## config.mk

```make
export PLATFORM = sky130hd
export DESIGN_NAME = efs_frame_sync_monitor
export DESIGN_NICKNAME = d
export VERILOG_FILES = /design/src/hdl/efs_pkg.sv /design/src/hdl/efs_frame_sync_monitor.sv
export SDC_FILE = /design/constraint.sdc
export NUM_CORES = 1
export LEC_CHECK = 0
export ABC_CLOCK_PERIOD_IN_PS = 5500
export BUFFER_PORTS_ARGS = -buffer_cell sky130_fd_sc_hd__buf_2
export CAP_MARGIN = 30
export CORE_ASPECT_RATIO = 0.8
export CORE_MARGIN = 5
export CORE_UTILIZATION = 30
export CTS_BUF_LIST = sky130_fd_sc_hd__clkbuf_8
export DETAILED_ROUTE_END_ITERATION = 10
export GPL_TIMING_DRIVEN = 1
export MAX_ROUTING_LAYER = met4
export SYNTH_ARGS = -nofsm -noshare
export SYNTH_HDL_FRONTEND = slang
export SYNTH_SLANG_ARGS = --single-unit
```

## constraint.sdc

```tcl
create_clock -name sys_clk_in -period 5.5 [get_ports sys_clk_in]
set_input_delay 0.275 -clock sys_clk_in [delete_from_list [all_inputs] [get_ports sys_clk_in]]
set_output_delay 0.275 -clock sys_clk_in [all_outputs]
set_load 0.02 [all_outputs]
```

## src/hdl/efs_pkg.sv

```systemverilog
// Purpose: Shared constants and types for the E1 receive frame sync monitor
// Assumes: 256-bit E1 basic frames of 125 us; bit 1 of each timeslot arrives first
// Notes:   Timer lengths are counted in received basic frames, not in clock cycles
package efs_pkg;
  localparam int FRAME_US  = 125;
  localparam int T8_MS     = 8;
  localparam int T10_MS    = 10;
  localparam int T400_MS   = 400;
  localparam int T1S_MS    = 1000;
  localparam int FR_8MS    = T8_MS * 1000 / FRAME_US;
  localparam int FR_10MS   = T10_MS * 1000 / FRAME_US;
  localparam int FR_400MS  = T400_MS * 1000 / FRAME_US;
  localparam int FR_1S     = T1S_MS * 1000 / FRAME_US;

  localparam logic [7:0] TS0_END   = 8'h07;
  localparam logic [7:0] TS16_END  = 8'h87;
  localparam logic [7:0] FRAME_END = 8'hff;
  localparam logic [6:0] FAS_WORD  = 7'h1b;
  localparam logic [5:0] MFAS_WORD = 6'h0b;
  localparam logic [3:0] SMFAS_NIB = 4'h0;
  localparam logic [3:0] MFAS_LAST = 4'hb;
  localparam logic [3:0] E1_FRAME  = 4'hd;
  localparam logic [3:0] E2_FRAME  = 4'hf;
  localparam logic [2:0] SMF_LAST  = 3'h7;
  localparam logic [3:0] GAP_2MS   = 4'h0;
  localparam logic [1:0] LOSS_RUN  = 2'h3;
  localparam logic [9:0] EXCESS_CRC = 10'h393;
  localparam logic [9:0] FEBE_SEC_MIN = 10'h3de;
  localparam logic [3:0] CAS_FRAME0 = 4'h0;

  localparam logic [7:0] REG_CTRL   = 8'h00;
  localparam logic [7:0] REG_STATUS = 8'h04;
  localparam logic [7:0] REG_FLAGS  = 8'h08;
  localparam logic [7:0] REG_ENABLE = 8'h0c;

  localparam int CTL_CRC_EN   = 0;
  localparam int CTL_CAS_EN   = 1;
  localparam int CTL_KEEP     = 2;
  localparam int CTL_WORD_SEL = 3;
  localparam int CTL_NFAS_CNT = 4;
  localparam int CTL_NFAS_LOS = 5;
  localparam int CTL_AUTO_REF = 6;
  localparam int CTL_CRC_REF  = 7;
  localparam int CTL_MAN_REF  = 8;
  localparam int CTL_W        = 9;
  localparam logic [CTL_W-1:0] CTRL_RST = 9'h043;
  localparam logic [31:0] ENABLE_RST = 32'h0000_0000;

  localparam int EV_FER = 0;
  localparam int EV_MFAS = 1;
  localparam int EV_CRC = 2;
  localparam int EV_EXC = 3;
  localparam int EV_SMFAS = 4;
  localparam int EV_FEBE = 5;
  localparam int EV_NTFEBE = 6;
  localparam int EV_NTCRC = 7;
  localparam int EV_COFA = 8;
  localparam int NUM_EV = 9;
  localparam int NUM_ST = 7;

  typedef enum logic [2:0] {
    EFS_HUNT,
    EFS_STEP2,
    EFS_SKIP,
    EFS_STEP3,
    EFS_SYNC,
    EFS_HOLD
  } efs_fstate_t;
endpackage : efs_pkg

```

## src/hdl/efs_frame_sync_monitor.sv

```systemverilog
// Purpose: E1 receive basic frame, CRC-4 multiframe and CAS multiframe alignment with error monitoring
// Assumes: rx_bit_in/rx_bit_valid_in come from the line side and are resynchronised here
// Notes:   APB slave, no wait states; ready in the first access cycle
`timescale 1ns/10ps
module efs_frame_sync_monitor #(
  parameter int T8_FRAMES   = efs_pkg::FR_8MS,
  parameter int T10_FRAMES  = efs_pkg::FR_10MS,
  parameter int T400_FRAMES = efs_pkg::FR_400MS,
  parameter int T1S_FRAMES  = efs_pkg::FR_1S
) (
  input  wire logic        sys_clk_in,
  input  wire logic        srst_in,
  input  wire logic        rx_bit_in,
  input  wire logic        rx_bit_valid_in,
  input  wire logic        psel_in,
  input  wire logic        penable_in,
  input  wire logic        pwrite_in,
  input  wire logic [7:0]  paddr_in,
  input  wire logic [31:0] pwdata_in,
  output logic      [31:0] prdata_out,
  output logic             pready_out,
  output logic             pslverr_out,
  output logic             irq_out,
  output logic [efs_pkg::NUM_EV-1:0] pm_event_out,
  output logic [2:0]       pm_fer_count_out
);
  import efs_pkg::*;

  logic              rx_s1, rx_s2, vl_s1, vl_s2;
  logic [7:0]        sr, bit_cnt, free_cnt, align_pos;
  efs_fstate_t       fstate, next_fstate;
  logic              fas_frame, have_pos;
  logic [1:0]        fas_run, nfas_run;
  logic [CTL_W-1:0]  ctrl;
  logic              manual_reframe_d;
  logic [31:0]       flags, enable;
  logic [NUM_ST-1:0] st_prev;
  logic              crc_loss, offline, iw, have_hit;
  logic [15:0]       t8, t400, sec_cnt, ab_cnt;
  logic [7:0]        gap;
  logic [5:0]        si_hist;
  logic [3:0]        mf_cnt, crc, crc_ref, c_rx, sa6;
  logic              ref_valid;
  logic [9:0]        crc_cnt, febe_cnt;
  logic [3:0]        sec_hist;
  logic              a_bit, e_zero, ab_stat, cb_stat;
  logic              smf_loss, y_bit;
  logic [3:0]        prev_nib, sfc;
  logic [2:0]        fas_nbits;

  // Line pins cross into this clock through two flops
  always_ff @(posedge sys_clk_in) begin
    rx_s1 <= rx_bit_in;
    rx_s2 <= rx_s1;
    vl_s1 <= rx_bit_valid_in;
    vl_s2 <= vl_s1;
  end

  wire       bit_ok    = vl_s2;
  wire [7:0] next_sr   = {sr[6:0], rx_s2};
  wire       ts0_end   = bit_ok & (bit_cnt == TS0_END);
  wire       ts16_end  = bit_ok & (bit_cnt == TS16_END);
  wire       frame_end = bit_ok & (bit_cnt == FRAME_END);
  wire [6:0] fas_diff  = next_sr[6:0] ^ FAS_WORD;
  wire       fas_match = (fas_diff == 7'h00);
  wire       in_sync   = (fstate == EFS_SYNC);
  wire       si_bit    = next_sr[7];
  wire       crc_en    = ctrl[CTL_CRC_EN];
  wire       cas_en    = ctrl[CTL_CAS_EN];
  wire       manual_reframe_rise = ctrl[CTL_MAN_REF] & ~manual_reframe_d;
  wire       crc_ok    = in_sync & ~crc_loss;
  wire       smf_end   = frame_end & (mf_cnt[2:0] == SMF_LAST);

  // Framing errors
  always_comb begin
    fas_nbits = 3'h0;
    for (int i = 0; i < 7; i++) begin
      fas_nbits = fas_nbits + {2'b00, fas_diff[i]};
    end
  end
  wire       fas_err  = in_sync & ts0_end & fas_frame & ~fas_match;
  wire       nfas_err = in_sync & ts0_end & ~fas_frame & ~next_sr[6];
  wire       fer_on   = in_sync & ~(crc_en & crc_loss);
  wire [2:0] fer_fas  = ctrl[CTL_WORD_SEL] ? {2'b00, fas_err} : (fas_err ? fas_nbits : 3'h0);
  wire [2:0] fer_nfas = {2'b00, nfas_err & ctrl[CTL_NFAS_CNT]};
  wire [2:0] fer_cnt  = fer_on ? fer_fas + fer_nfas : 3'h0;
  wire       loss_fas = fas_err & (fas_run == LOSS_RUN - 2'h1);
  wire       loss_nfas = nfas_err & ctrl[CTL_NFAS_LOS] & (nfas_run == LOSS_RUN - 2'h1);

  // CRC multiframe search and checks
  wire [5:0] si_now     = {si_hist[4:0], si_bit};
  wire       crc_search = in_sync & crc_en & crc_loss & (~iw | ctrl[CTL_KEEP]) & ~offline;
  wire       odd_ts0    = ts0_end & ~fas_frame;
  wire       mfas_hit   = crc_search & odd_ts0 & (si_now == MFAS_WORD);
  wire       mf_lock    = mfas_hit & have_hit & (gap[3:0] == GAP_2MS) & (gap != 8'h00);
  wire       t8_exp     = crc_search & frame_end & (t8 == 16'(T8_FRAMES - 1));
  wire       off_found  = offline & bit_ok & fas_match & (bit_cnt != TS0_END);
  wire       sec_end    = frame_end & (sec_cnt == 16'(T1S_FRAMES - 1));
  wire       crc_in     = ((bit_cnt == 8'h00) & fas_frame) ? 1'b0 : rx_s2;
  wire       crc_fb     = crc[3] ^ crc_in;
  wire [3:0] next_crc   = {crc[2:0], 1'b0} ^ {2'b00, crc_fb, crc_fb};
  wire       e_frame    = (mf_cnt == E1_FRAME) | (mf_cnt == E2_FRAME);
  wire       febe_now   = crc_ok & odd_ts0 & e_frame & ~si_bit;
  wire       ab_cond    = crc_ok & a_bit & e_zero;
  wire       good_sec   = (febe_cnt >= FEBE_SEC_MIN);

  // Signalling multiframe
  wire [3:0] nib        = next_sr[7:4];
  wire       smf_hit    = in_sync & cas_en & smf_loss & ts16_end & (nib == SMFAS_NIB) & (prev_nib != 4'h0);

  logic [NUM_EV-1:0] ev;
  always_comb begin
    ev = '0;
    ev[EV_FER]    = (fer_cnt != 3'h0);
    ev[EV_MFAS]   = crc_ok & odd_ts0 & (mf_cnt == MFAS_LAST) & (si_now != MFAS_WORD);
    ev[EV_CRC]    = crc_ok & smf_end & ref_valid & (c_rx != crc_ref);
    ev[EV_EXC]    = ev[EV_CRC] & (crc_cnt == EXCESS_CRC - 10'h001);
    ev[EV_SMFAS]  = in_sync & ~smf_loss & ts16_end & (sfc == CAS_FRAME0) & (nib != SMFAS_NIB);
    ev[EV_FEBE]   = febe_now;
    ev[EV_NTFEBE] = crc_ok & smf_end & ((sa6 == 4'h1) | (sa6 == 4'h3));
    ev[EV_NTCRC]  = crc_ok & smf_end & ((sa6 == 4'h2) | (sa6 == 4'h3));
    ev[EV_COFA]   = (fstate == EFS_STEP3) & ts0_end & fas_match & have_pos & (free_cnt != align_pos);
  end

  // Basic frame state machine
  always_comb begin
    next_fstate = fstate;
    unique case (fstate)
      EFS_HUNT:  if (bit_ok & fas_match) next_fstate = EFS_STEP2;
      EFS_STEP2: if (ts0_end) next_fstate = next_sr[6] ? EFS_STEP3 : EFS_SKIP;
      EFS_SKIP:  if (ts0_end) next_fstate = EFS_HUNT;
      EFS_STEP3: if (ts0_end) next_fstate = fas_match ? EFS_SYNC : EFS_HUNT;
      EFS_SYNC: begin
        if (loss_fas | loss_nfas) next_fstate = ctrl[CTL_AUTO_REF] ? EFS_HUNT : EFS_HOLD;
        else if (ev[EV_EXC]) next_fstate = (ctrl[CTL_AUTO_REF] & ctrl[CTL_CRC_REF]) ? EFS_HUNT : EFS_HOLD;
      end
      EFS_HOLD:  next_fstate = EFS_HOLD;
    endcase
    if (manual_reframe_rise) next_fstate = EFS_HUNT;
  end

  always_ff @(posedge sys_clk_in) begin
    if (srst_in) begin
      fstate   <= EFS_HUNT;
      sr       <= 8'h00;
      bit_cnt  <= 8'h00;
      free_cnt <= 8'h00;
      fas_frame <= 1'b0;
    end else begin
      fstate <= next_fstate;
      if (bit_ok) sr <= next_sr;
      if (bit_ok) free_cnt <= free_cnt + 8'h01;
      if ((fstate == EFS_HUNT) & bit_ok & fas_match) begin
        bit_cnt   <= TS0_END + 8'h01;
        fas_frame <= 1'b1;
      end else if (bit_ok) begin
        bit_cnt <= bit_cnt + 8'h01;
        if (frame_end) fas_frame <= ~fas_frame;
      end
    end
  end

  always_ff @(posedge sys_clk_in) begin
    if (srst_in | ~in_sync) begin
      fas_run  <= 2'h0;
      nfas_run <= 2'h0;
    end else if (ts0_end) begin
      if (fas_frame) fas_run <= fas_err ? fas_run + 2'h1 : 2'h0;
      else nfas_run <= nfas_err ? nfas_run + 2'h1 : 2'h0;
    end
  end

  // Alignment position for change detection
  always_ff @(posedge sys_clk_in) begin
    if (srst_in) begin
      have_pos  <= 1'b0;
      align_pos <= 8'h00;
    end else if ((fstate == EFS_STEP3) & ts0_end & fas_match) begin
      have_pos  <= 1'b1;
      align_pos <= free_cnt;
    end
  end

  // CRC multiframe search, timers, interworking
  always_ff @(posedge sys_clk_in) begin
    if (srst_in | ~in_sync | ~crc_en) begin
      crc_loss <= 1'b1;
      offline  <= 1'b0;
      iw       <= 1'b0;
      have_hit <= 1'b0;
      t8       <= 16'h0000;
      t400     <= 16'h0000;
      gap      <= 8'h00;
    end else begin
      if (frame_end & (gap != 8'hff)) gap <= gap + 8'h01;
      if (mf_lock) crc_loss <= 1'b0;
      if (mfas_hit) begin
        have_hit <= 1'b1;
        gap      <= 8'h00;
      end
      if (t8_exp) begin
        offline  <= 1'b1;
        have_hit <= 1'b0;
      end else if (off_found) begin
        offline  <= 1'b0;
        t8       <= 16'h0000;
        have_hit <= 1'b0;
      end else if (crc_search & frame_end) t8 <= t8 + 16'h0001;
      if (crc_loss & ~iw & frame_end) begin
        if (t400 == 16'(T400_FRAMES - 1)) iw <= 1'b1;
        else t400 <= t400 + 16'h0001;
      end
      if (~crc_loss) iw <= 1'b0;
    end
  end

  // Frame numbering, CRC-4, Si and Sa6 capture
  always_ff @(posedge sys_clk_in) begin
    if (srst_in) begin
      mf_cnt <= 4'h0;
      si_hist <= 6'h00;
      crc <= 4'h0;
      crc_ref <= 4'h0;
      c_rx <= 4'h0;
      sa6 <= 4'h0;
      ref_valid <= 1'b0;
      a_bit <= 1'b0;
      e_zero <= 1'b0;
    end else begin
      if (mfas_hit) mf_cnt <= MFAS_LAST;
      else if (frame_end) mf_cnt <= mf_cnt + 4'h1;
      if (odd_ts0) begin
        si_hist <= si_now;
        sa6     <= {sa6[2:0], next_sr[2]};
        a_bit   <= next_sr[5];
      end
      if (ts0_end & fas_frame) c_rx <= {c_rx[2:0], si_bit};
      if (crc_ok & odd_ts0 & e_frame) e_zero <= ~si_bit;
      if (smf_end) begin
        crc       <= 4'h0;
        crc_ref   <= next_crc;
        ref_valid <= crc_ok;
      end else if (bit_ok) crc <= next_crc;
      if (~crc_ok) ref_valid <= 1'b0;
    end
  end

  // One-second windows, excessive CRC, continuous block errors
  always_ff @(posedge sys_clk_in) begin
    if (srst_in | ~crc_ok) begin
      sec_cnt  <= 16'h0000;
      crc_cnt  <= 10'h000;
      febe_cnt <= 10'h000;
      sec_hist <= 4'h0;
      cb_stat  <= 1'b0;
    end else if (sec_end) begin
      sec_cnt  <= 16'h0000;
      crc_cnt  <= 10'h000;
      febe_cnt <= 10'h000;
      sec_hist <= {sec_hist[2:0], good_sec};
      cb_stat  <= &{sec_hist, good_sec};
    end else begin
      if (frame_end) sec_cnt <= sec_cnt + 16'h0001;
      if (ev[EV_CRC] & (crc_cnt != 10'h3ff)) crc_cnt <= crc_cnt + 10'h001;
      if (febe_now & (febe_cnt != 10'h3ff)) febe_cnt <= febe_cnt + 10'h001;
    end
  end

  // Alarm bit with E zero held for the interval; drops at once when it stops
  always_ff @(posedge sys_clk_in) begin
    if (srst_in | ~ab_cond) begin
      ab_cnt  <= 16'h0000;
      ab_stat <= 1'b0;
    end else if (frame_end) begin
      if (ab_cnt == 16'(T10_FRAMES - 1)) ab_stat <= 1'b1;
      else ab_cnt <= ab_cnt + 16'h0001;
    end
  end

  // Signalling multiframe
  always_ff @(posedge sys_clk_in) begin
    if (srst_in) begin
      smf_loss <= 1'b1;
      prev_nib <= 4'h0;
      sfc      <= 4'h0;
      y_bit    <= 1'b0;
    end else begin
      if (ts16_end) prev_nib <= nib;
      if (smf_hit) sfc <= CAS_FRAME0;
      else if (frame_end) sfc <= sfc + 4'h1;
      if (~in_sync | ~cas_en) smf_loss <= 1'b1;
      else if (smf_hit) smf_loss <= 1'b0;
      if (in_sync & ~smf_loss & ts16_end & (sfc == CAS_FRAME0)) y_bit <= next_sr[2];
    end
  end

  // Register bus
  wire [NUM_ST-1:0] st = {cb_stat, ab_stat, iw, offline, smf_loss, crc_loss, ~in_sync};
  wire              setup    = psel_in & ~penable_in;
  wire              access   = psel_in & penable_in & pready_out;
  wire              hit_ctrl = (paddr_in == REG_CTRL);
  wire              hit_stat = (paddr_in == REG_STATUS);
  wire              hit_flag = (paddr_in == REG_FLAGS);
  wire              hit_en   = (paddr_in == REG_ENABLE);
  wire              addr_ok  = hit_ctrl | hit_stat | hit_flag | hit_en;
  wire              wr       = access & pwrite_in;
  wire [31:0]       flag_clr = (wr & hit_flag) ? pwdata_in : 32'h0000_0000;
  wire [31:0]       flag_set = {9'h000, st ^ st_prev, 7'h00, ev};
  wire [31:0]       next_flags = (flags & ~flag_clr) | flag_set;
  wire [31:0]       rd_mux   = hit_ctrl ? {23'h000000, ctrl} :
                               hit_stat ? {23'h000000, y_bit, a_bit, st} :
                               hit_flag ? flags :
                               hit_en   ? enable : 32'h0000_0000;

  always_ff @(posedge sys_clk_in) begin
    if (srst_in) begin
      ctrl    <= CTRL_RST;
      enable  <= ENABLE_RST;
      manual_reframe_d  <= 1'b0;
      flags   <= 32'h0000_0000;
      st_prev <= '1;
    end else begin
      if (wr & hit_ctrl) ctrl <= pwdata_in[CTL_W-1:0];
      if (wr & hit_en) enable <= pwdata_in;
      manual_reframe_d  <= ctrl[CTL_MAN_REF];
      flags   <= next_flags;
      st_prev <= st;
    end
  end

  always_ff @(posedge sys_clk_in) begin
    if (srst_in) begin
      prdata_out       <= 32'h0000_0000;
      pready_out       <= 1'b0;
      pslverr_out      <= 1'b0;
      irq_out          <= 1'b0;
      pm_event_out     <= '0;
      pm_fer_count_out <= 3'h0;
    end else begin
      prdata_out       <= setup ? rd_mux : 32'h0000_0000;
      pready_out       <= setup;
      pslverr_out      <= setup & ~addr_ok;
      irq_out          <= |(next_flags & enable);
      pm_event_out     <= ev;
      pm_fer_count_out <= fer_cnt;
    end
  end
endmodule : efs_frame_sync_monitor

```

* Word-level counts from Yosys, hierarchy flattened
Index checks and enable logic that the tools add are counted.
** Word-level totals
- Word-level logic and storage cells :: 306
- Bits in registers :: 312
- Input bits :: 47
** Operators by class
- Reductions and logical operators :: 40
- Equality and inequality tests :: 38
- Mux-type cells :: 33
- Order comparisons :: 1
- Bitwise logic cells :: 120
- Add/subtract/negate cells :: 20
** Operators with widths (number)
- two-way mux 32 bit :: 3
- AND 1 bit :: 78
- adder 16 x 1 -> 16 bit (second input constant) :: 4
- AND 32 bit :: 2
- two-way mux 3 bit :: 12
- two-way mux 16 bit :: 2
- inverter 32 bit :: 1
- bitwise OR 32 x 23 -> 32 bit :: 1
- OR reduction 32 bit :: 1
- adder 8 x 1 -> 8 bit (second input constant) :: 3
- OR reduction 2 bit :: 11
- inverter 1 bit :: 21
- adder 10 x 1 -> 10 bit (second input constant) :: 2
- != test 10 bit (second input constant) :: 2
- two-way mux 9 bit :: 2
- case mux 3 bit (6 select lines) :: 1
- == test 16 x 12 -> 1 bit (second input constant) :: 1
- == test 16 x 13 -> 1 bit (second input constant) :: 1
- == test 16 x 6 -> 1 bit (second input constant) :: 1
- == test 16 x 7 -> 1 bit (second input constant) :: 1
- == test 8 x 3 -> 1 bit (second input constant) :: 2
- == test 8 x 4 -> 1 bit (second input constant) :: 2
- == test 8 bit (second input constant) :: 2
- zero test 8 bit :: 2
- 41 further kinds :: 94

* Longest topological paths before layout
- Depth in word-level cells :: 15
- Mapped depth :: 12
- Gate-level depth less buffers :: 12

* Worst setup path after synthesis
No wires, ideal clock.
- Path kind :: register -> register
- Start :: register sr[4]
- End :: register irq_out
- Period minus slack after synthesis :: 3.196 ns
- Cell stages (with the launch flop) :: 12
- Arrival time :: 3.071 ns
- Buffers on the path :: 0
- Setup slack :: 2.304 ns
- Path through :: dfxtp_1 fa_1 fa_1 fa_1 inv_1 fa_1 nor3b_1 ha_1 xor2_1 a21oi_1 a31o_2 o2bb2ai_1
** On the way
- Longest elaborated chain between the ends :: 11
** RTL lines
- start: declaration :: line efs_frame_sync_monitor.sv:30 : logic [7:0] sr, bit_cnt, free_cnt, align_pos;
- start signal: assignment :: line efs_frame_sync_monitor.sv:151 : if (bit_ok) sr <= next_sr;
- branches (longest 8 deep; another with adder 3 x 1 -> 3 bit)
- bitwise OR 32 x 23 -> 32 bit * :: line efs_frame_sync_monitor.sv:309 : wire [31:0] next_flags = (flags & ~flag_clr) | flag_set;
- AND 32 bit * :: line efs_frame_sync_monitor.sv:343 : irq_out <= |(next_flags & enable);
- OR reduction 32 bit * :: line efs_frame_sync_monitor.sv:343
- end signal: assignment :: line efs_frame_sync_monitor.sv:343
- end: declaration :: line efs_frame_sync_monitor.sv:23 : output logic irq_out,
Mark *: on every way between the ends.
A chain may end at the register's enable or synchronous reset.

* Final worst setup path
- Start :: register bit_cnt[3]
- End :: register irq_out
** On the way
- Longest elaborated chain between the ends :: 13
** RTL lines
- start: declaration :: line efs_frame_sync_monitor.sv:30
- start signal: assignment :: line efs_frame_sync_monitor.sv:154 : bit_cnt <= TS0_END + 8'h01;
- start signal: assignment :: line efs_frame_sync_monitor.sv:157 : bit_cnt <= bit_cnt + 8'h01;
- == test 8 x 3 -> 1 bit :: line efs_frame_sync_monitor.sv:61 : wire ts0_end = bit_ok & (bit_cnt == TS0_END);
- AND 1 bit :: line efs_frame_sync_monitor.sv:61
- AND 1 bit :: line efs_frame_sync_monitor.sv:81, efs_frame_sync_monitor.sv:82
- AND 1 bit (2 in a row) :: line efs_frame_sync_monitor.sv:81 : wire fas_err = in_sync & ts0_end & fas_frame & ~fas_match;
- two-way mux 3 bit (2 in a row) :: line efs_frame_sync_monitor.sv:84 : wire [2:0] fer_fas = ctrl[CTL_WORD_SEL] ? {2'b00, fas_err} : (fas_err ? fas_nbits : 3'h0);
- adder 3 x 1 -> 3 bit :: line efs_frame_sync_monitor.sv:86 : wire [2:0] fer_cnt = fer_on ? fer_fas + fer_nfas : 3'h0;
- two-way mux 3 bit :: line efs_frame_sync_monitor.sv:86
- nonzero test 3 bit :: line efs_frame_sync_monitor.sv:114 : ev[EV_FER] = (fer_cnt != 3'h0);
- bitwise OR 32 x 23 -> 32 bit * :: line efs_frame_sync_monitor.sv:309
- AND 32 bit * :: line efs_frame_sync_monitor.sv:343
- OR reduction 32 bit * :: line efs_frame_sync_monitor.sv:343
Mark *: on every way between the ends. The rest lies on a longest branch, timed or not.

==> flow_metrics.env <==
export IMPL_status="completed"
export IMPL_globalplace_congestion=0.863
export IMPL_setup_violations=0
export IMPL_port_buffer_count=93
export IMPL_register_area_um2=6250
export IMPL_synth_commonest_cells="dfxtp_1, nand2_1, nor2_1"
export IMPL_dr_total_vias=11100
export IMPL_clkSinkCount=312
export IMPL_die_w_um=245
export IMPL_criticalPathCategory="reg2reg"
export IMPL_ctsLongestPathBuffers=3
export IMPL_clk_latency_ps=600
export IMPL_avgSynthCellArea_um2=8.58
export IMPL_switching_share_pct=21.8
export IMPL_dp_cells=2179
export IMPL_worst_ep_required_time_ps=5960
export IMPL_rsz0062_at_grt="false"
export IMPL_yosysMostFrequentCell="dfxtp_1"
export IMPL_fin_setup_tns_ps=0
export IMPL_skew_ps=38.1
export IMPL_drv_cap=0
export IMPL_r2r_end="irq_out"
export IMPL_tightest_slew_ps=1100
export IMPL_cts_tree="yes"
export IMPL_drtAntennaViolNets=0
export IMPL_drt_first_iter_violations=778
export IMPL_min_path_cells=3
export IMPL_p_int_mw=3.69
export IMPL_die_h_um=198
export IMPL_crit_fanout=12
export IMPL_overflow=0
export IMPL_stdcell_count=2307
export IMPL_combPwrFrac_pct=2.7
export IMPL_cts_root_buf="clkbuf_8"
export IMPL_areaGrowthSynthToFinish_pct=19.6
export IMPL_htree_num_levels=2
export IMPL_drc=0
export IMPL_hold_buffers=34
export IMPL_fin_crit_ps=3500
export IMPL_hp_class="in2reg"
export IMPL_rows=68
export IMPL_place_area_um2=14300
export IMPL_routed_wirelength_um=34900
export IMPL_grt_pass1_wl_um=56100
export IMPL_hold_viol=0
export IMPL_fin_crit_sh_pct=63.7
export IMPL_syn_cell_area_um2=13300
export IMPL_viasPerCell=4.83
export IMPL_synth_cell_type_count=67
export IMPL_grt_pass1_vias=10600
export IMPL_die_area_um2=48600
export IMPL_wl_per_cell_um=15.1
export IMPL_holdWs_ps=41.8
export IMPL_syn_nets=1620
export IMPL_timing_hold_worst_endpoint="pslverr_out"
export IMPL_multi_input_area_um2=6520
export IMPL_clock_fmax_mhz=285
export IMPL_slowest_stage="or4_1"
export IMPL_dpl_worst_slack_ps=1880
export IMPL_synthCells=1547
export IMPL_cts_buffers=51
export IMPL_synth_seq_cells=312
export IMPL_p_per_area_nw_per_um2=297
export IMPL_grt_antenna_before_repair=0
export IMPL_slew_headroom_pct=25.7
export IMPL_drive_gt1_share_pct=13.3
export IMPL_grt_max_degree=86
export IMPL_r2r_slack_ps=2000
export IMPL_clk_pin_slew_ps=60
export IMPL_clock_power_share_pct=49.0
export IMPL_yosys_warnings=0
export IMPL_pwr_share_seq_pct=48.4
export IMPL_synth_area_top_cells="dfxtp_1, nand2_1, nor2_1, xor2_1, a21oi_1"
export IMPL_cts_resized_gates=0
export IMPL_cts_setup_buffers=0
export IMPL_ios=94
export IMPL_leakage_nw=5.80
export IMPL_grtUsageTotal_pct=14.4
export IMPL_reg2reg_depth=10
export IMPL_slew_violations=0
export IMPL_synthFlopType="dfxtp_1"
export IMPL_crit_path_end_kind="flip-flop"
export IMPL_dpl_hpwl_um=24600
export IMPL_p_switching_mw=1.03
export IMPL_fin_area_um2=15900
export IMPL_peakVddDrop_mv=0.142
export IMPL_async_reset_ff_share_pct=0
export IMPL_synth_edf_count=0
export IMPL_core_um2=43500
export IMPL_min_delay_start="psel_in"
export IMPL_cp_arrival_ps=3960
export IMPL_cp_start_kind="flip-flop"
export IMPL_synth_top_area_share_pct=47.1
export IMPL_ys_seq_area_share_pct=47.1
export IMPL_start_util_pct=30.5
export IMPL_fill_cells=4427
export IMPL_finalNetCount=1744
export IMPL_antennaDiodeCount=0
export IMPL_path_cells="or4_1 > or4_1 > nor4_1 > o21a_1 > ha_1 > ha_1 > xor2_1 > a21oi_1 > a31o_2 > o2bb2ai_1"
export IMPL_cp_slowest_stage_delay_ps=740
export IMPL_r2r_start="bit_cnt[3]"
export IMPL_dr_pass1_iters=7
export IMPL_synth_top_cell_by_area="dfxtp_1"
export IMPL_fin_ws_ps=2000
-- worst max-delay path by stage --
stage / from / end / slack [ps] / cells past startpoint
2_1_floorplan: sr[4] / irq_out / 2300 / 11
3_3_place_gp: paddr_in[0] / irq_out / 1970 / 10
3_5_place_dp: paddr_in[0] / irq_out / 1880 / 9
4_1_cts: sr[1] / irq_out / 2000 / 11
5_1_grt: bit_cnt[3] / irq_out / 1760 / 10
6_report: bit_cnt[3] / irq_out / 2000 / 10
-- metrics by stage --
| stage | power (mW) | util (%) |
|---|---|---|
| after floorplan | 2.39 | - |
| after global placement | 2.44 | 32.9 |
| after detailed placement | 2.44 | 32.9 |
| after CTS | 4.78 | 36.5 |
| after global routing | 4.90 | 36.5 |
| final | 4.72 | 36.5 |
-- final cells by class --
class                   count  share of cell area (%)
clock inverters            21                    1.28
well taps                 595                    4.69
clock buffers              73                    6.33
repair buffers            145                    5.95
flip-flops and latches    312                    39.4
inverters                  56                    1.32
multi-input cells        1105                    41.1
-- registers in the layout, summed over array words and instances (netlist names), 10 cells and up --
| register | flops |
|---|---|
| crc_cnt | 10 |
| t400 | 16 |
| prdata_out | 32 |
| ab_cnt | 16 |
| t8 | 16 |
| enable | 32 |
| sec_cnt | 16 |
| febe_cnt | 10 |
| flags | 32 |
-- routing by layer --
layer | vias to the layer above | track usage, % | part of all wire (%)
li1 | 5560 | - | -
met1 | 5248 | 19.8 | 48
met2 | 279 | 21.6 | 44
met3 | 57 | 2.98 | 6.1
met4 | 0 | 3.72 | 2.0
met5 | - | - | 0
-- worst max-delay path: cells and delay by family (launching register included) --
kind,cells,cell delay [ps]
flops,1,360
xor+xnor,1,180
compound gates,4,680
fa+ha+maj,2,290
simple gates,3,1860
-- power groups by stage --
stage                     clock network (mW)  registers [mW]  logic, mW
after global routing                    2.48            2.28      0.138
after detailed placement                   0            2.33      0.107
after floorplan                            0            2.33     0.0604
final                                   2.31            2.28      0.126
after global placement                     0            2.33      0.106
after CTS                               2.38            2.28      0.126
-- cell families (layout without fill, tap and decap cells) --
group | after synthesis | after routing | share of synthesized area [%]
adders and majority gates | 26 | 26 | 2.68
muxes | 40 | 40 | 3.49
DFF | 312 | 312 | 47.1
xor gates and xnor gates | 113 | 113 | 7.46
buffers and inverters | 130 | 295 | 3.84
and+or+nand+nor | 694 | 694 | 24.9
AOI/OAI and AO/OA | 232 | 232 | 10.6
-- placed cells by master (no fill, tap or decap), types with 4 or more instances in the layout --
master         netlist  routed
nand2_1            225     225
nor2_1             208     208
xnor2_1             41      41
bufinv_16            0       4
nand4_1             34      34
mux4_2               5       5
and4_1              16      16
and3_1              33      33
xor2_1              72      72
o21ai_0             37      37
ha_1                22      22
nor4b_1              5       5
nor2b_1              7       7
inv_1               56      63
a21boi_0             4       4
nor3_1              26      26
a21oi_1            108     108
nor4_1              21      21
buf_2                4      93
and2_1              15      15
buf_4                0      17
or2_2               11      11
a211oi_1            16      16
a2111oi_0            6       6
nand3_1             43      43
or4_1                6       6
nand2b_1             8       8
a22oi_1             29      29
clkinv_2             0       8
clkbuf_8             0      73
a31oi_1             10      10
dfxtp_1            312     312
dlygate4sd3_1        0      34
fa_1                 4       4
mux2i_1             35      35
or3_1               13      13
Note: power is estimated with default switching activity, not from simulation.
